`src/pkg/timer_cfg.svh`:
```
// register offsets, field positions and reset values of the timer block
// assumes byte addresses on a 32-bit AXI4-Lite register bus
`ifndef TIMER_CFG_SVH
`define TIMER_CFG_SVH

`define TMR_ADDR_W      8
`define TMR_CFG_OFF     8'h00
`define TMR_CTL_OFF     8'h04
`define TMR_LOAD_OFF    8'h0C
`define TMR_MATCH_OFF   8'h14
`define TMR_PRE_OFF     8'h1C
`define TMR_VAL_OFF     8'h24
`define TMR_CAP_OFF     8'h2C
`define TMR_STAT_OFF    8'h34
`define TMR_IEN_OFF     8'h38
`define TMR_ICLR_OFF    8'h3C

`define CFG_CONCAT_BIT  0
`define CFG_RTC_BIT     1
`define CTL_EN_BIT      0
`define CTL_MODE_LSB    1
`define CTL_EVT_BIT     3
`define CTL_INV_BIT     4
`define CTL_ADC_BIT     5
`define CTL_W           6

`define STAT_TO_BIT     0
`define STAT_CAP_BIT    1

`define LOAD_RST        16'hFFFF
`define MATCH_RST       16'h0000
`define PRE_RST         8'h00
`define CTL_RST         6'h00
`define RESP_OKAY       2'b00
`define RESP_SLVERR     2'b10

`endif

```
`src/pkg/timer_pkg.sv`:
```
// types shared by the timer block and its interface
// assumes the cfg header is compiled alongside
`default_nettype none
package timer_pkg;
    typedef logic [31:0] word_t;
    typedef logic [15:0] half_t;
    typedef logic [7:0]  addr_t;
    typedef enum logic [1:0] {
        MODE_ONESHOT  = 2'b00,
        MODE_PERIODIC = 2'b01,
        MODE_CAPTURE  = 2'b10,
        MODE_PWM      = 2'b11
    } mode_e;
endpackage
`default_nettype wire

```
`src/pkg/half_if.sv`:
```
// control and status between the timer top and one 16-bit half
// assumes the top drives ctl and the half drives tmr
`default_nettype none
interface half_if;
    import timer_pkg::*;
    logic        en;
    mode_e       mode;
    logic        evt_sel;
    logic        invert;
    logic        chain;
    logic        use_tick;
    logic        tick_in;
    logic        ev;
    logic        reload;
    half_t       load;
    half_t       match;
    logic [7:0]  pre;
    half_t       count;
    half_t       cap_val;
    logic        timeout;
    logic        cap_evt;
    logic        done;
    logic        pwm;
    logic        oe;
    modport ctl (output en, mode, evt_sel, invert, chain, use_tick, tick_in, ev, reload, load, match, pre,
                 input count, cap_val, timeout, cap_evt, done, pwm, oe);
    modport tmr (input en, mode, evt_sel, invert, chain, use_tick, tick_in, ev, reload, load, match, pre,
                 output count, cap_val, timeout, cap_evt, done, pwm, oe);
endinterface
`default_nettype wire

```
`src/hdl/general_timer_module.sv`:
```
// dual 16-bit timer block with AXI4-Lite registers, pins and interrupt
// assumes one clock aclk; pins are asynchronous and are filtered here
//
// Summary of operation
// - two 16-bit halves, each a timer or an external event counter
// - halves join into one 32-bit timer or one 32-bit real-time clock
// - joined 32-bit runs as real-time clock, one-shot or periodic timer
// - split halves run one-shot or periodic, with optional 8-bit prescaler
// - a split half can capture input events or generate pwm
// - timer events can trigger an ADC conversion
// - pwm waveform on the pin has a software inversion option
//
// The implementer's own choices: the AXI4-Lite slave port and the register addresses.
`default_nettype none
`include "timer_cfg.svh"
module general_timer_module (
    input  wire logic             aclk,
    input  wire logic             aresetn,
    input  wire timer_pkg::addr_t s_axi_awaddr,
    input  wire logic             s_axi_awvalid,
    output var  logic             s_axi_awready,
    input  wire timer_pkg::word_t s_axi_wdata,
    input  wire logic [3:0]       s_axi_wstrb,
    input  wire logic             s_axi_wvalid,
    output var  logic             s_axi_wready,
    output var  logic [1:0]       s_axi_bresp,
    output var  logic             s_axi_bvalid,
    input  wire logic             s_axi_bready,
    input  wire timer_pkg::addr_t s_axi_araddr,
    input  wire logic             s_axi_arvalid,
    output var  logic             s_axi_arready,
    output var  timer_pkg::word_t s_axi_rdata,
    output var  logic [1:0]       s_axi_rresp,
    output var  logic             s_axi_rvalid,
    input  wire logic             s_axi_rready,
    input  wire logic [1:0]       ccp_in,
    output var  logic [1:0]       ccp_out,
    output var  logic [1:0]       ccp_oe,
    input  wire logic             rtc_in,
    output var  logic             adc_trigger,
    output var  logic             irq
);
    import timer_pkg::*;

    logic [`CTL_W-1:0] ctl   [2];
    half_t             load  [2];
    half_t             match [2];
    logic [7:0]        pre   [2];
    logic [1:0]        cfg;
    logic [3:0]        status;
    logic [3:0]        irq_en;
    logic [3:0]        ev_set;
    logic [2:0]        s1, s2, s3, filt, filt_d;
    logic [2:0]        edge_p;
    logic [2:0]        pin_raw;
    addr_t             aw_addr;
    word_t             w_data;
    logic [3:0]        w_strb;
    logic              aw_got, w_got, do_wr;
    logic [1:0]        reload;
    logic              concat;

    half_if hb[2] ();

    function automatic logic known(input addr_t a);
        known = a <= `TMR_ICLR_OFF && a[1:0] == 2'b00;
    endfunction

    function automatic word_t merge(input word_t old, input word_t d, input logic [3:0] s);
        for (int b = 0; b < 4; b++) begin
            merge[b*8 +: 8] = s[b] ? d[b*8 +: 8] : old[b*8 +: 8];
        end
    endfunction

    assign concat  = cfg[`CFG_CONCAT_BIT];
    assign pin_raw = {rtc_in, ccp_in};
    assign do_wr  = aw_got && w_got && !s_axi_bvalid;

    // pin filters: three flops, change taken when stages two and three agree
    generate
        for (genvar p = 0; p < 3; p++) begin : g_pin
            always_ff @(posedge aclk) begin
                if (!aresetn) begin
                    s1[p]     <= 1'b0;
                    s2[p]     <= 1'b0;
                    s3[p]     <= 1'b0;
                    filt[p]   <= 1'b0;
                    filt_d[p] <= 1'b0;
                end else begin
                    s1[p]     <= pin_raw[p];
                    s2[p]     <= s1[p];
                    s3[p]     <= s2[p];
                    filt[p]   <= (s2[p] == s3[p]) ? s3[p] : filt[p];
                    filt_d[p] <= filt[p];
                end
            end
            assign edge_p[p] = filt[p] && !filt_d[p];
        end
    endgenerate

    // halves; in 32-bit mode half 0 is the low word, half 1 the high word
    generate
        for (genvar i = 0; i < 2; i++) begin : g_half
            logic [`CTL_W-1:0] c;
            assign c = concat ? ctl[0] : ctl[i];
            assign hb[i].en       = c[`CTL_EN_BIT] && !(concat && i == 0 && hb[1].done);
            assign hb[i].mode     = concat ? ((cfg[`CFG_RTC_BIT] || c[`CTL_MODE_LSB+1] || c[`CTL_MODE_LSB]
                                               || (i == 0 && hb[1].count != 16'h0000))
                                              ? MODE_PERIODIC : MODE_ONESHOT)
                                           : mode_e'(c[`CTL_MODE_LSB +: 2]);
            assign hb[i].evt_sel  = c[`CTL_EVT_BIT] && !concat;
            assign hb[i].invert   = c[`CTL_INV_BIT];
            assign hb[i].chain    = concat;
            assign hb[i].use_tick = concat && (i == 1 || cfg[`CFG_RTC_BIT]);
            assign hb[i].tick_in  = (i == 1) ? hb[0].timeout : edge_p[2];
            assign hb[i].ev       = edge_p[i];
            assign hb[i].reload   = reload[i];
            assign hb[i].load     = load[i];
            assign hb[i].match    = match[i];
            assign hb[i].pre      = pre[i];
            assign ev_set[2*i+`STAT_TO_BIT]  = concat ? (i == 1 && hb[1].timeout) : hb[i].timeout;
            assign ev_set[2*i+`STAT_CAP_BIT] = hb[i].cap_evt;
            timer_half u_half (
                .aclk    (aclk),
                .aresetn (aresetn),
                .h       (hb[i])
            );
        end
    endgenerate

    // write channel handshake
    always_ff @(posedge aclk) begin
        if (!aresetn) begin
            s_axi_awready <= 1'b1;
            s_axi_wready  <= 1'b1;
            s_axi_bvalid  <= 1'b0;
            s_axi_bresp   <= `RESP_OKAY;
            aw_got        <= 1'b0;
            w_got         <= 1'b0;
            aw_addr       <= 8'h00;
            w_data        <= 32'h00000000;
            w_strb        <= 4'h0;
        end else begin
            if (s_axi_awvalid && s_axi_awready) begin
                aw_addr       <= s_axi_awaddr;
                aw_got        <= 1'b1;
                s_axi_awready <= 1'b0;
            end
            if (s_axi_wvalid && s_axi_wready) begin
                w_data       <= s_axi_wdata;
                w_strb       <= s_axi_wstrb;
                w_got        <= 1'b1;
                s_axi_wready <= 1'b0;
            end
            if (do_wr) begin
                aw_got       <= 1'b0;
                w_got        <= 1'b0;
                s_axi_bvalid <= 1'b1;
                s_axi_bresp  <= known(aw_addr) ? `RESP_OKAY : `RESP_SLVERR;
            end
            if (s_axi_bvalid && s_axi_bready) begin
                s_axi_bvalid  <= 1'b0;
                s_axi_awready <= 1'b1;
                s_axi_wready  <= 1'b1;
            end
        end
    end

    // register writes
    always_ff @(posedge aclk) begin
        if (!aresetn) begin
            cfg    <= 2'b00;
            irq_en <= 4'h0;
            reload <= 2'b11;
            for (int i = 0; i < 2; i++) begin
                ctl[i]   <= `CTL_RST;
                load[i]  <= `LOAD_RST;
                match[i] <= `MATCH_RST;
                pre[i]   <= `PRE_RST;
            end
        end else begin
            reload <= 2'b00;
            if (do_wr) begin
                if (aw_addr == `TMR_CFG_OFF) begin
                    cfg <= 2'(merge({30'h0, cfg}, w_data, w_strb));
                end
                if (aw_addr == `TMR_IEN_OFF) begin
                    irq_en <= 4'(merge({28'h0, irq_en}, w_data, w_strb));
                end
                for (int i = 0; i < 2; i++) begin
                    if (aw_addr == `TMR_CTL_OFF + 8'(4*i)) begin
                        ctl[i]    <= `CTL_W'(merge({26'h0, ctl[i]}, w_data, w_strb));
                        reload[i] <= 1'b1;
                    end
                    if (aw_addr == `TMR_LOAD_OFF + 8'(4*i)) begin
                        load[i]   <= 16'(merge({16'h0, load[i]}, w_data, w_strb));
                        reload[i] <= 1'b1;
                    end
                    if (aw_addr == `TMR_MATCH_OFF + 8'(4*i)) begin
                        match[i] <= 16'(merge({16'h0, match[i]}, w_data, w_strb));
                    end
                    if (aw_addr == `TMR_PRE_OFF + 8'(4*i)) begin
                        pre[i] <= 8'(merge({24'h0, pre[i]}, w_data, w_strb));
                    end
                end
                if (aw_addr == `TMR_CFG_OFF) begin
                    reload <= 2'b11;
                end
            end
        end
    end

    // sticky status, set wins over clear
    always_ff @(posedge aclk) begin
        if (!aresetn) begin
            status <= 4'h0;
        end else if (do_wr && aw_addr == `TMR_ICLR_OFF && w_strb[0]) begin
            status <= (status & ~w_data[3:0]) | ev_set;
        end else begin
            status <= status | ev_set;
        end
    end

    // read channel
    always_ff @(posedge aclk) begin
        if (!aresetn) begin
            s_axi_arready <= 1'b1;
            s_axi_rvalid  <= 1'b0;
            s_axi_rdata   <= 32'h00000000;
            s_axi_rresp   <= `RESP_OKAY;
        end else if (s_axi_arvalid && s_axi_arready) begin
            s_axi_arready <= 1'b0;
            s_axi_rvalid  <= 1'b1;
            s_axi_rresp   <= known(s_axi_araddr) ? `RESP_OKAY : `RESP_SLVERR;
            unique case (s_axi_araddr)
                `TMR_CFG_OFF:             s_axi_rdata <= {30'h0, cfg};
                `TMR_CTL_OFF:             s_axi_rdata <= {26'h0, ctl[0]};
                `TMR_CTL_OFF + 8'h04:     s_axi_rdata <= {26'h0, ctl[1]};
                `TMR_LOAD_OFF:            s_axi_rdata <= {16'h0, load[0]};
                `TMR_LOAD_OFF + 8'h04:    s_axi_rdata <= {16'h0, load[1]};
                `TMR_MATCH_OFF:           s_axi_rdata <= {16'h0, match[0]};
                `TMR_MATCH_OFF + 8'h04:   s_axi_rdata <= {16'h0, match[1]};
                `TMR_PRE_OFF:             s_axi_rdata <= {24'h0, pre[0]};
                `TMR_PRE_OFF + 8'h04:     s_axi_rdata <= {24'h0, pre[1]};
                `TMR_VAL_OFF:             s_axi_rdata <= {16'h0, hb[0].count};
                `TMR_VAL_OFF + 8'h04:     s_axi_rdata <= {16'h0, hb[1].count};
                `TMR_CAP_OFF:             s_axi_rdata <= {16'h0, hb[0].cap_val};
                `TMR_CAP_OFF + 8'h04:     s_axi_rdata <= {16'h0, hb[1].cap_val};
                `TMR_STAT_OFF:            s_axi_rdata <= {28'h0, status};
                `TMR_IEN_OFF:             s_axi_rdata <= {28'h0, irq_en};
                default:                  s_axi_rdata <= 32'h00000000;
            endcase
        end else if (s_axi_rvalid && s_axi_rready) begin
            s_axi_rvalid  <= 1'b0;
            s_axi_arready <= 1'b1;
        end
    end

    // pins, adc trigger and interrupt
    always_ff @(posedge aclk) begin
        if (!aresetn) begin
            ccp_out     <= 2'b00;
            ccp_oe      <= 2'b00;
            adc_trigger <= 1'b0;
            irq         <= 1'b0;
        end else begin
            ccp_out     <= {hb[1].pwm, hb[0].pwm} & ~{2{concat}};
            ccp_oe      <= {hb[1].oe, hb[0].oe} & ~{2{concat}};
            adc_trigger <= (ev_set[`STAT_TO_BIT] && ctl[0][`CTL_ADC_BIT])
                        || (ev_set[2+`STAT_TO_BIT] && ctl[concat ? 0 : 1][`CTL_ADC_BIT]);
            irq         <= |(status & irq_en);
        end
    end
endmodule
`default_nettype wire

```
`src/hdl/timer_half.sv`:
```
// one 16-bit down-counting timer half with prescaler, capture and pwm
// assumes ev is an already filtered one-cycle pin edge
`default_nettype none
`include "timer_cfg.svh"
module timer_half (
    input wire logic aclk,
    input wire logic aresetn,
    half_if.tmr      h
);
    import timer_pkg::*;

    logic [7:0] pre_cnt;
    logic       tick;
    logic       step;
    logic       oneshot;

    // tick source: external chain, counted events or the clock
    always_comb begin
        if (h.use_tick) begin
            tick = h.tick_in;
        end else if (h.evt_sel && h.mode != MODE_CAPTURE) begin
            tick = h.ev;
        end else begin
            tick = 1'b1;
        end
        step    = h.chain ? tick : (tick && pre_cnt == 8'h00);
        oneshot = h.mode == MODE_ONESHOT;
    end

    // prescaler
    always_ff @(posedge aclk) begin
        if (!aresetn || h.reload) begin
            pre_cnt <= (!aresetn) ? `PRE_RST : h.pre;
        end else if (h.en && tick && !h.chain) begin
            pre_cnt <= (pre_cnt == 8'h00) ? h.pre : pre_cnt - 8'h01;
        end
    end

    // main counter: stop or reload at time-out
    always_ff @(posedge aclk) begin
        if (!aresetn) begin
            h.count   <= `LOAD_RST;
            h.done    <= 1'b0;
            h.timeout <= 1'b0;
        end else begin
            h.timeout <= 1'b0;
            if (h.reload) begin
                h.count <= h.load;
                h.done  <= 1'b0;
            end else if (h.en && step && !h.done) begin
                if (h.count == 16'h0000) begin
                    h.timeout <= 1'b1;
                    if (oneshot) begin
                        h.done <= 1'b1;
                    end else begin
                        h.count <= h.load;
                    end
                end else begin
                    h.count <= h.count - 16'h0001;
                end
            end
        end
    end

    // event capture
    always_ff @(posedge aclk) begin
        if (!aresetn) begin
            h.cap_val <= 16'h0000;
            h.cap_evt <= 1'b0;
        end else begin
            h.cap_evt <= h.en && h.mode == MODE_CAPTURE && h.ev;
            if (h.en && h.mode == MODE_CAPTURE && h.ev) begin
                h.cap_val <= h.count;
            end
        end
    end

    // pwm waveform and pin drive
    always_ff @(posedge aclk) begin
        if (!aresetn) begin
            h.pwm <= 1'b0;
            h.oe  <= 1'b0;
        end else begin
            h.oe  <= h.mode == MODE_PWM;
            h.pwm <= (h.en && h.mode == MODE_PWM && h.count > h.match) ^ h.invert;
        end
    end
endmodule
`default_nettype wire

```
`config.mk`:
```
export PLATFORM = sky130hd
export DESIGN_NAME = general_timer_module
export DESIGN_NICKNAME = d
export VERILOG_FILES = /design/src/pkg/timer_pkg.sv /design/src/pkg/half_if.sv /design/src/hdl/general_timer_module.sv /design/src/hdl/timer_half.sv
export VERILOG_INCLUDE_DIRS = /design/src /design/src/pkg
export SDC_FILE = /design/constraint.sdc
export NUM_CORES = 1
export LEC_CHECK = 0
export ABC_AREA = 0
export BUFFER_PORTS_ARGS = -buffer_cell sky130_fd_sc_hd__buf_2
export CAP_MARGIN = 20
export CORE_MARGIN = 1.5
export CORE_UTILIZATION = 38
export CTS_CLUSTER_SIZE = 14
export DETAILED_ROUTE_END_ITERATION = 10
export GPL_ROUTABILITY_DRIVEN = 0
export PLACE_DENSITY = 0.59
export SYNTH_ARGS = -nofsm -noshare
export SYNTH_HDL_FRONTEND = slang
export SYNTH_HIERARCHICAL = 1
export SYNTH_SLANG_ARGS = --single-unit
```
`constraint.sdc`:
```
create_clock -name aclk -period 2.78 [get_ports aclk]
set_clock_uncertainty 0.05 [all_clocks]
set_input_delay 0.556 -clock aclk [delete_from_list [all_inputs] [get_ports aclk]]
set_output_delay 0.556 -clock aclk [all_outputs]
set_load 0.02 [all_outputs]
```
* After elaboration in Yosys (flattened, before gate mapping)
Memory sizes are Yosys's and may differ from the RTL's. Index checks and enable logic that the tools add are counted.
Storage, ports and cells: memories kept 4, bits in writable memories 92, bits in registers 192, memory bits (read-only) 0, bits in latches 0
Memories:
- load | depth 2, bits a word 16, rd ports 2, clocked after memory_dff 0, write ports 2, line general_timer_module.sv:46 | half_t load [2];
- match | depth 2, bits a word 16, rd ports 2, clocked after memory_dff 0, write ports 2, line general_timer_module.sv:47 | half_t match [2];
- pre | depth 2, bits a word 8, rd ports 2, clocked after memory_dff 0, write ports 2, line general_timer_module.sv:48 | logic [7:0] pre [2];
- ctl | depth 2, bits a word 6, rd ports 3, clocked after memory_dff 0, write ports 2, line general_timer_module.sv:45 | logic [`CTL_W-1:0] ctl [2];
Operators by class: reductions and logical operators 87, $mul 0, bitwise operators 21, multiplexer cells 96, eq/ne operators 35, divide/modulo/power cells 0, magnitude comparators 4, add/sub/neg operators 4, shift operators 0
Operator list (number):
- $pmux W16 S15 | 1
- $mux W16 | 12
- $mux W8 | 20
- $eq A8 B6 Y1 const B | 10
- $eq A8 B5 Y1 const B | 8
- $mux W1 | 51
- $logic_and A1 B1 Y1 | 41
- $eq A8 B4 Y1 const B | 4
- $gt A16 B16 Y1 | 2
- $logic_not A16 Y1 | 2
- $logic_not A8 Y1 | 4
- $sub A16 B1 Y16 const B | 2
- $mux W6 | 4
- $eq A8 B3 Y1 const B | 2
- $le A8 B6 Y1 const B | 2
- $reduce_bool A16 Y1 | 1
- $sub A8 B1 Y8 const B | 2
- $mux W2 | 6
- $reduce_and A3 Y1 | 4
- $reduce_bool A2 Y1 | 5
- $logic_not A1 Y1 | 9
- $and A4 B4 Y4 | 2
- $eq A2 B2 Y1 const B | 4
- $logic_not A2 Y1 | 4
- other kinds (17) | 45

* Logic depth before layout (Yosys ltp)
An unclocked memory read counts as a cell.
depth after elaboration 16, depth in mapped cells 11

* Modules after synthesis
Netlist, hierarchy kept.
Modules (own cells, without submodules):
- general_timer_module | times used 1, seq. area each 4444.3 µm², cells each 734, area each 8107.8 µm²
- timer_half at g_half[1].u_half | times used 1, seq. area each 980.9 µm², cells each 351, area each 2806.4 µm²
- timer_half at g_half[0].u_half | times used 1, seq. area each 980.9 µm², cells each 348, area each 2781.4 µm²

* Least setup slack after synthesis
OpenSTA, ideal clock, no wires.
path type register to register, start memory ctl[0][2] (netlist bit), end register g_half[0].u_half.pre_cnt[0], enable pin, path buffers 0, data arrival time 2.322 ns, library setup time 0.384 ns, stages on the path, launching flop included 8, path slack 0.024 ns, data required time 2.346 ns, period minus slack after synthesis 2.756 ns, path through edfxtp_1 -> or4_1 -> nor3_1 -> nand4_1 -> a21o_1 -> nor2b_1 -> o221ai_1 -> o21ai_0
RTL lines:
- start, declared | line general_timer_module.sv:45
- end signal, assigned | line timer_half.sv:33 | pre_cnt <= (!aresetn) ? `PRE_RST : h.pre;
- end signal, assigned | line timer_half.sv:35 | pre_cnt <= (pre_cnt == 8'h00) ? h.pre : pre_cnt - 8'h01;
- end, declared | line timer_half.sv:12 | logic [7:0] pre_cnt;

* Final worst setup path
start register cfg[1], end register g_half[0].u_half.h.count[5]
On the way: longest elaborated chain between the ends 15, elaborated cells on any way between the ends 18, classes of those cells 2 x eq/ne; 5 x mux; 11 x reduce/logical
Ends and longest elaborated chain:
- start, declared | line general_timer_module.sv:49 | logic [1:0] cfg;
- start signal, assigned | line general_timer_module.sv:185 | cfg <= 2'(merge({30'h0, cfg}, w_data, w_strb));
- $logic_or A1 B1 Y1 (*) (3 in a row) | line general_timer_module.sv:107 | assign hb[i].mode = concat ? ((cfg[`CFG_RTC_BIT] || c[`CTL_MODE_LSB+1] || c[`CTL_MODE_LSB]
- $mux W1 (*) | line general_timer_module.sv:107
- $mux W2 (*) | line general_timer_module.sv:107
- net hb[0].mode[0] | line half_if.sv:7 | mode_e mode;
- $ne A2 B2 Y1 | line timer_half.sv:21 | end else if (h.evt_sel && h.mode != MODE_CAPTURE) begin
- $logic_and A1 B1 Y1 | line timer_half.sv:21
- $mux W1 | line timer_half.sv:21
- $mux W1 | line timer_half.sv:19 | if (h.use_tick) begin
- $logic_and A1 B1 Y1 | line timer_half.sv:26 | step = h.chain ? tick : (tick && pre_cnt == 8'h00);
- $mux W1 | line timer_half.sv:26
- $logic_and A1 B1 Y1 (2 in a row) | line timer_half.sv:50 | end else if (h.en && step && !h.done) begin
- $reduce_bool A2 Y1 (no source line)
- $reduce_and A2 Y1 (no source line) (*)
- end signal, assigned | line timer_half.sv:48 | h.count <= h.load;
- end signal, assigned | line timer_half.sv:56 | h.count <= h.load;
- end signal, assigned | line timer_half.sv:59 | h.count <= h.count - 16'h0001;
- end, declared | line half_if.sv:28 | output count, cap_val, timeout, cap_evt, done, pwm, oe);
The timed path passes the listed nets; every way through them passes the cells marked *. A chain may end at the register's enable or synchronous reset.

==> out/qor.txt <==
Buf/Inv on CP = 3
NetSw = 0.00233 W
Min-Delay Path Class = in -> reg
Wire length on met2 = 19900 um
Root Driver = clkbuf_16
Buffers added on ports = 72
CTS tree = yes
Leakage Power = 6.12 nW
Final Worst Setup Slack = -0.0364 ns
Wirelength, routed = 43900 um
Routed vias/inst = 5.64
Clock-pin slew on the worst setup and hold paths = 0.06 ns
Post-synthesis cell type count = 77
Outcome = finished with violations
Post-Syn Area = 13700 um2
Initial antenna violation count = 7
CP endpoint kind = flop
Ant. Diodes = 0
Non-filler cells in the finished layout = 2066
Cell row count = 69
Max layer used = met5
CP max FO = 10
Final Hold Viols = 0
Num Clock Sinks = 266
Maxcap violations = 0
Max Slew Vio Count = 0
Inserted Clock Buffers = 31
Crit path largest cell delay = 0.53 ns
Antenna viol nets, final = 0
Grt ovf = 0
Final instance area = 16300 um2
Dpl cell area = 15100 um2
Seq pwr share = 45.5%
Power Dens Cells = 578 nW/um2
Kind of critical path = reg -> reg
Max frequency = 355 MHz
# fillers = 3356
Wirelength per Cell = 21.3 um
Pin count of the biggest net entering global routing = 38
Worst path required time = 3.18 ns
Slew @ Worst Pin = 1.06 ns
H-tree levels = 1
Tcrit/Tclk final = 101%
Clk Latency, worst-skew pair = 0.59 ns
Starting Density = 38.6%
Critical Path AT = 3.22 ns
IO Count = 109
Largest cells by area after synthesis = edfxtp_1 24%, dfxtp_1 23%, nand2_1 5.4%, a21boi_0 4.0%, ha_1 3.7%
Syn Inst Count = 1433
Worst VDD drop = 0.539 mV
Area Growth Syn to Fin = 19.1%
Power share of the clock group = 45.4%
HPWL Detailed = 33300 um
TNS Setup = -0.192 ns
Asr flop ratio synth = 0%
Fin util = 46.0%
Largest delay contributor family on the critical path = simple AND/OR/NAND/NOR gates
Vias in the first global route = 11100
Die height = 193 um
CP max stage cell = or4_4
Slew margin rel. = 28.6%
Core area = 35500 um2
Share of post-route cells with drive strength above 1 = 19.6%
Synth top cells by count = 197 x nand2_1, 158 x dfxtp_1, 108 x edfxtp_1
Top cell type's share of synthesized area = 23.7%
Iter 0 DRT Violations = 1360
First-pass GRT wire length = 66700 um
Crit-path cells = or4_4, nor3_2, nand4_1, a21o_1, buf_6, or3_4, buf_6, a21o_4, buf_12, a21oi_2, o21ai_0
Routed met1 length = 18500 um
Number of flops mapped to enable cells by yosys = 108
Vias = 11700
Yosys warning count = 6
Share of the yosys chip area belonging to registers = 46.8%
Placed insts = 2002
Most used cell, CP = buf_6
RSZ-0062 raised after global routing = true
Combinational power share = 9.2%
GRT Util Overall = 23.9%
Synth area leader = edfxtp_1
Die width = 193 um
Routed met3 length = 3860 um
Final setup fails = 10
Drt first pass iters = 5
Syn avg cell area = 9.56 um2
CP startpoint kind = flop
# DRC = 0
Clock Path Buffers = 3
Number of synthesized register bits = 266
Top_reg_cell synth = dfxtp_1
Minimum clock period = 2.82 ns
Nets = 1682
Most common cell in the netlist = nand2_1
Failing checks = negative setup slack
Switching fraction of total power = 24.7%
Die ar. = 37200 um2
P_int = 0.00710 W
## cells in the final DEF (no fill, tap or decap), types with 7 or more instances in the layout
cell type    n
o21ai_0     73
nand2b_1    25
o211a_1     12
a22oi_1     24
buf_2       73
mux2_2      15
a21oi_2     12
buf_4      114
nand2_1    197
nand3_1     44
a21boi_0    73
a21oi_1     53
clkbuf_16   35
nor2_1      48
nand4_1     28
a22o_1      13
or3_1       18
nor3b_1      7
ha_1        40
and3_1       9
nor3_1      20
conb_1      18
nor2b_1     30
inv_1       58
a32oi_1     10
o21ai_1     25
clkbuf_1     8
dfxtp_1    158
mux2i_1     16
nor4_1      10
and2_1      66
mux4_2       8
edfxtp_1   108
## registers in the layout, summed over array words and instances, names as in the netlist, 16 cells and up
| register | count |
|---|---|
| s_axi_rdata | 16 |
| w_data | 16 |
| g_half.u_half/pre_cnt | 16 |
| g_half.u_half/h.count | 32 |
| load | 32 |
| pre | 16 |
| g_half.u_half/h.cap_val | 32 |
| match | 32 |
## kinds of logic after synthesis
family,Yosys count,synth area share (%)
other cells,1,0.0274
mux,39,3.72
compound gates,371,18.1
fa+ha+maj,40,3.65
simple gates,548,21.3
buf+inv,157,5.71
xor+xnor,11,0.703
flops,266,46.8
## what timing repair did
item                       4_1_cts  5_1_grt
setup endpoints to repair       24       38
hold buffers                     0        0
resized for setup               24       14
pin swaps                        9        7
buffers inserted                 4        0
cloned                           2        0
## worst register-to-register path, stage by stage (launching register included)
cell	delay, ns
dfxtp_1	0.31
or4_4	0.53
nor3_2	0.11
nand4_1	0.20
a21o_1	0.29
buf_6	0.13
or3_4	0.38
buf_6	0.13
a21o_4	0.23
buf_12	0.15
a21oi_2	0.11
o21ai_0	0.07
## worst paths after layout
| path | startpoint | depth (start not counted) | end | slack [ns] |
|---|---|---|---|---|
| max | cfg[1] | 11 | g_half[0].u_half/h.count[5] | -0.04 |
| min | s_axi_wvalid | 2 | s_axi_wready | 0.13 |
| max reg2reg | cfg[1] | 11 | g_half[0].u_half/h.count[5] | -0.04 |
| min reg2reg | s1[1] | 1 | s2[1] | 0.38 |
## layer usage
layer,up-vias,global-route usage (%)
met5,-,0
met4,8,8.62
met3,97,5.04
met2,508,38.1
met1,5583,31.9
li1,5462,-
## area by class of cell
cell class | count | area [um2] | share of cell area, %
multi-input cells | 1028 | 6690 | 41.0
flip-flops and latches | 266 | 6410 | 39.3
repair buffers | 195 | 1350 | 8.30
clock buffers | 44 | 920 | 5.64
well taps | 461 | 577 | 3.53
inverters | 58 | 218 | 1.33
clock inverters | 14 | 154 | 0.943
## power by group through the flow
stage          clock network (W)  registers [W]  logic (W)
3_5_place_dp                   0        0.00437   0.000827
6_report                 0.00428        0.00429   0.000864
4_1_cts                  0.00433        0.00429   0.000852
5_1_grt                  0.00449        0.00430   0.000953
2_1_floorplan                  0        0.00433   0.000591
3_3_place_gp                   0        0.00437   0.000813
## stage by stage
stage	hold WS [ns]	worst slack, ns	power, W
2_1_floorplan	0.356	0.0236	0.00492
3_3_place_gp	0.370	-0.360	0.00518
3_5_place_dp	0.372	-0.369	0.00520
4_1_cts	0.117	-0.0606	0.00947
5_1_grt	0.150	-0.0930	0.00974
6_report	0.128	-0.0364	0.00943
Power figures use the tool's default switching activity.
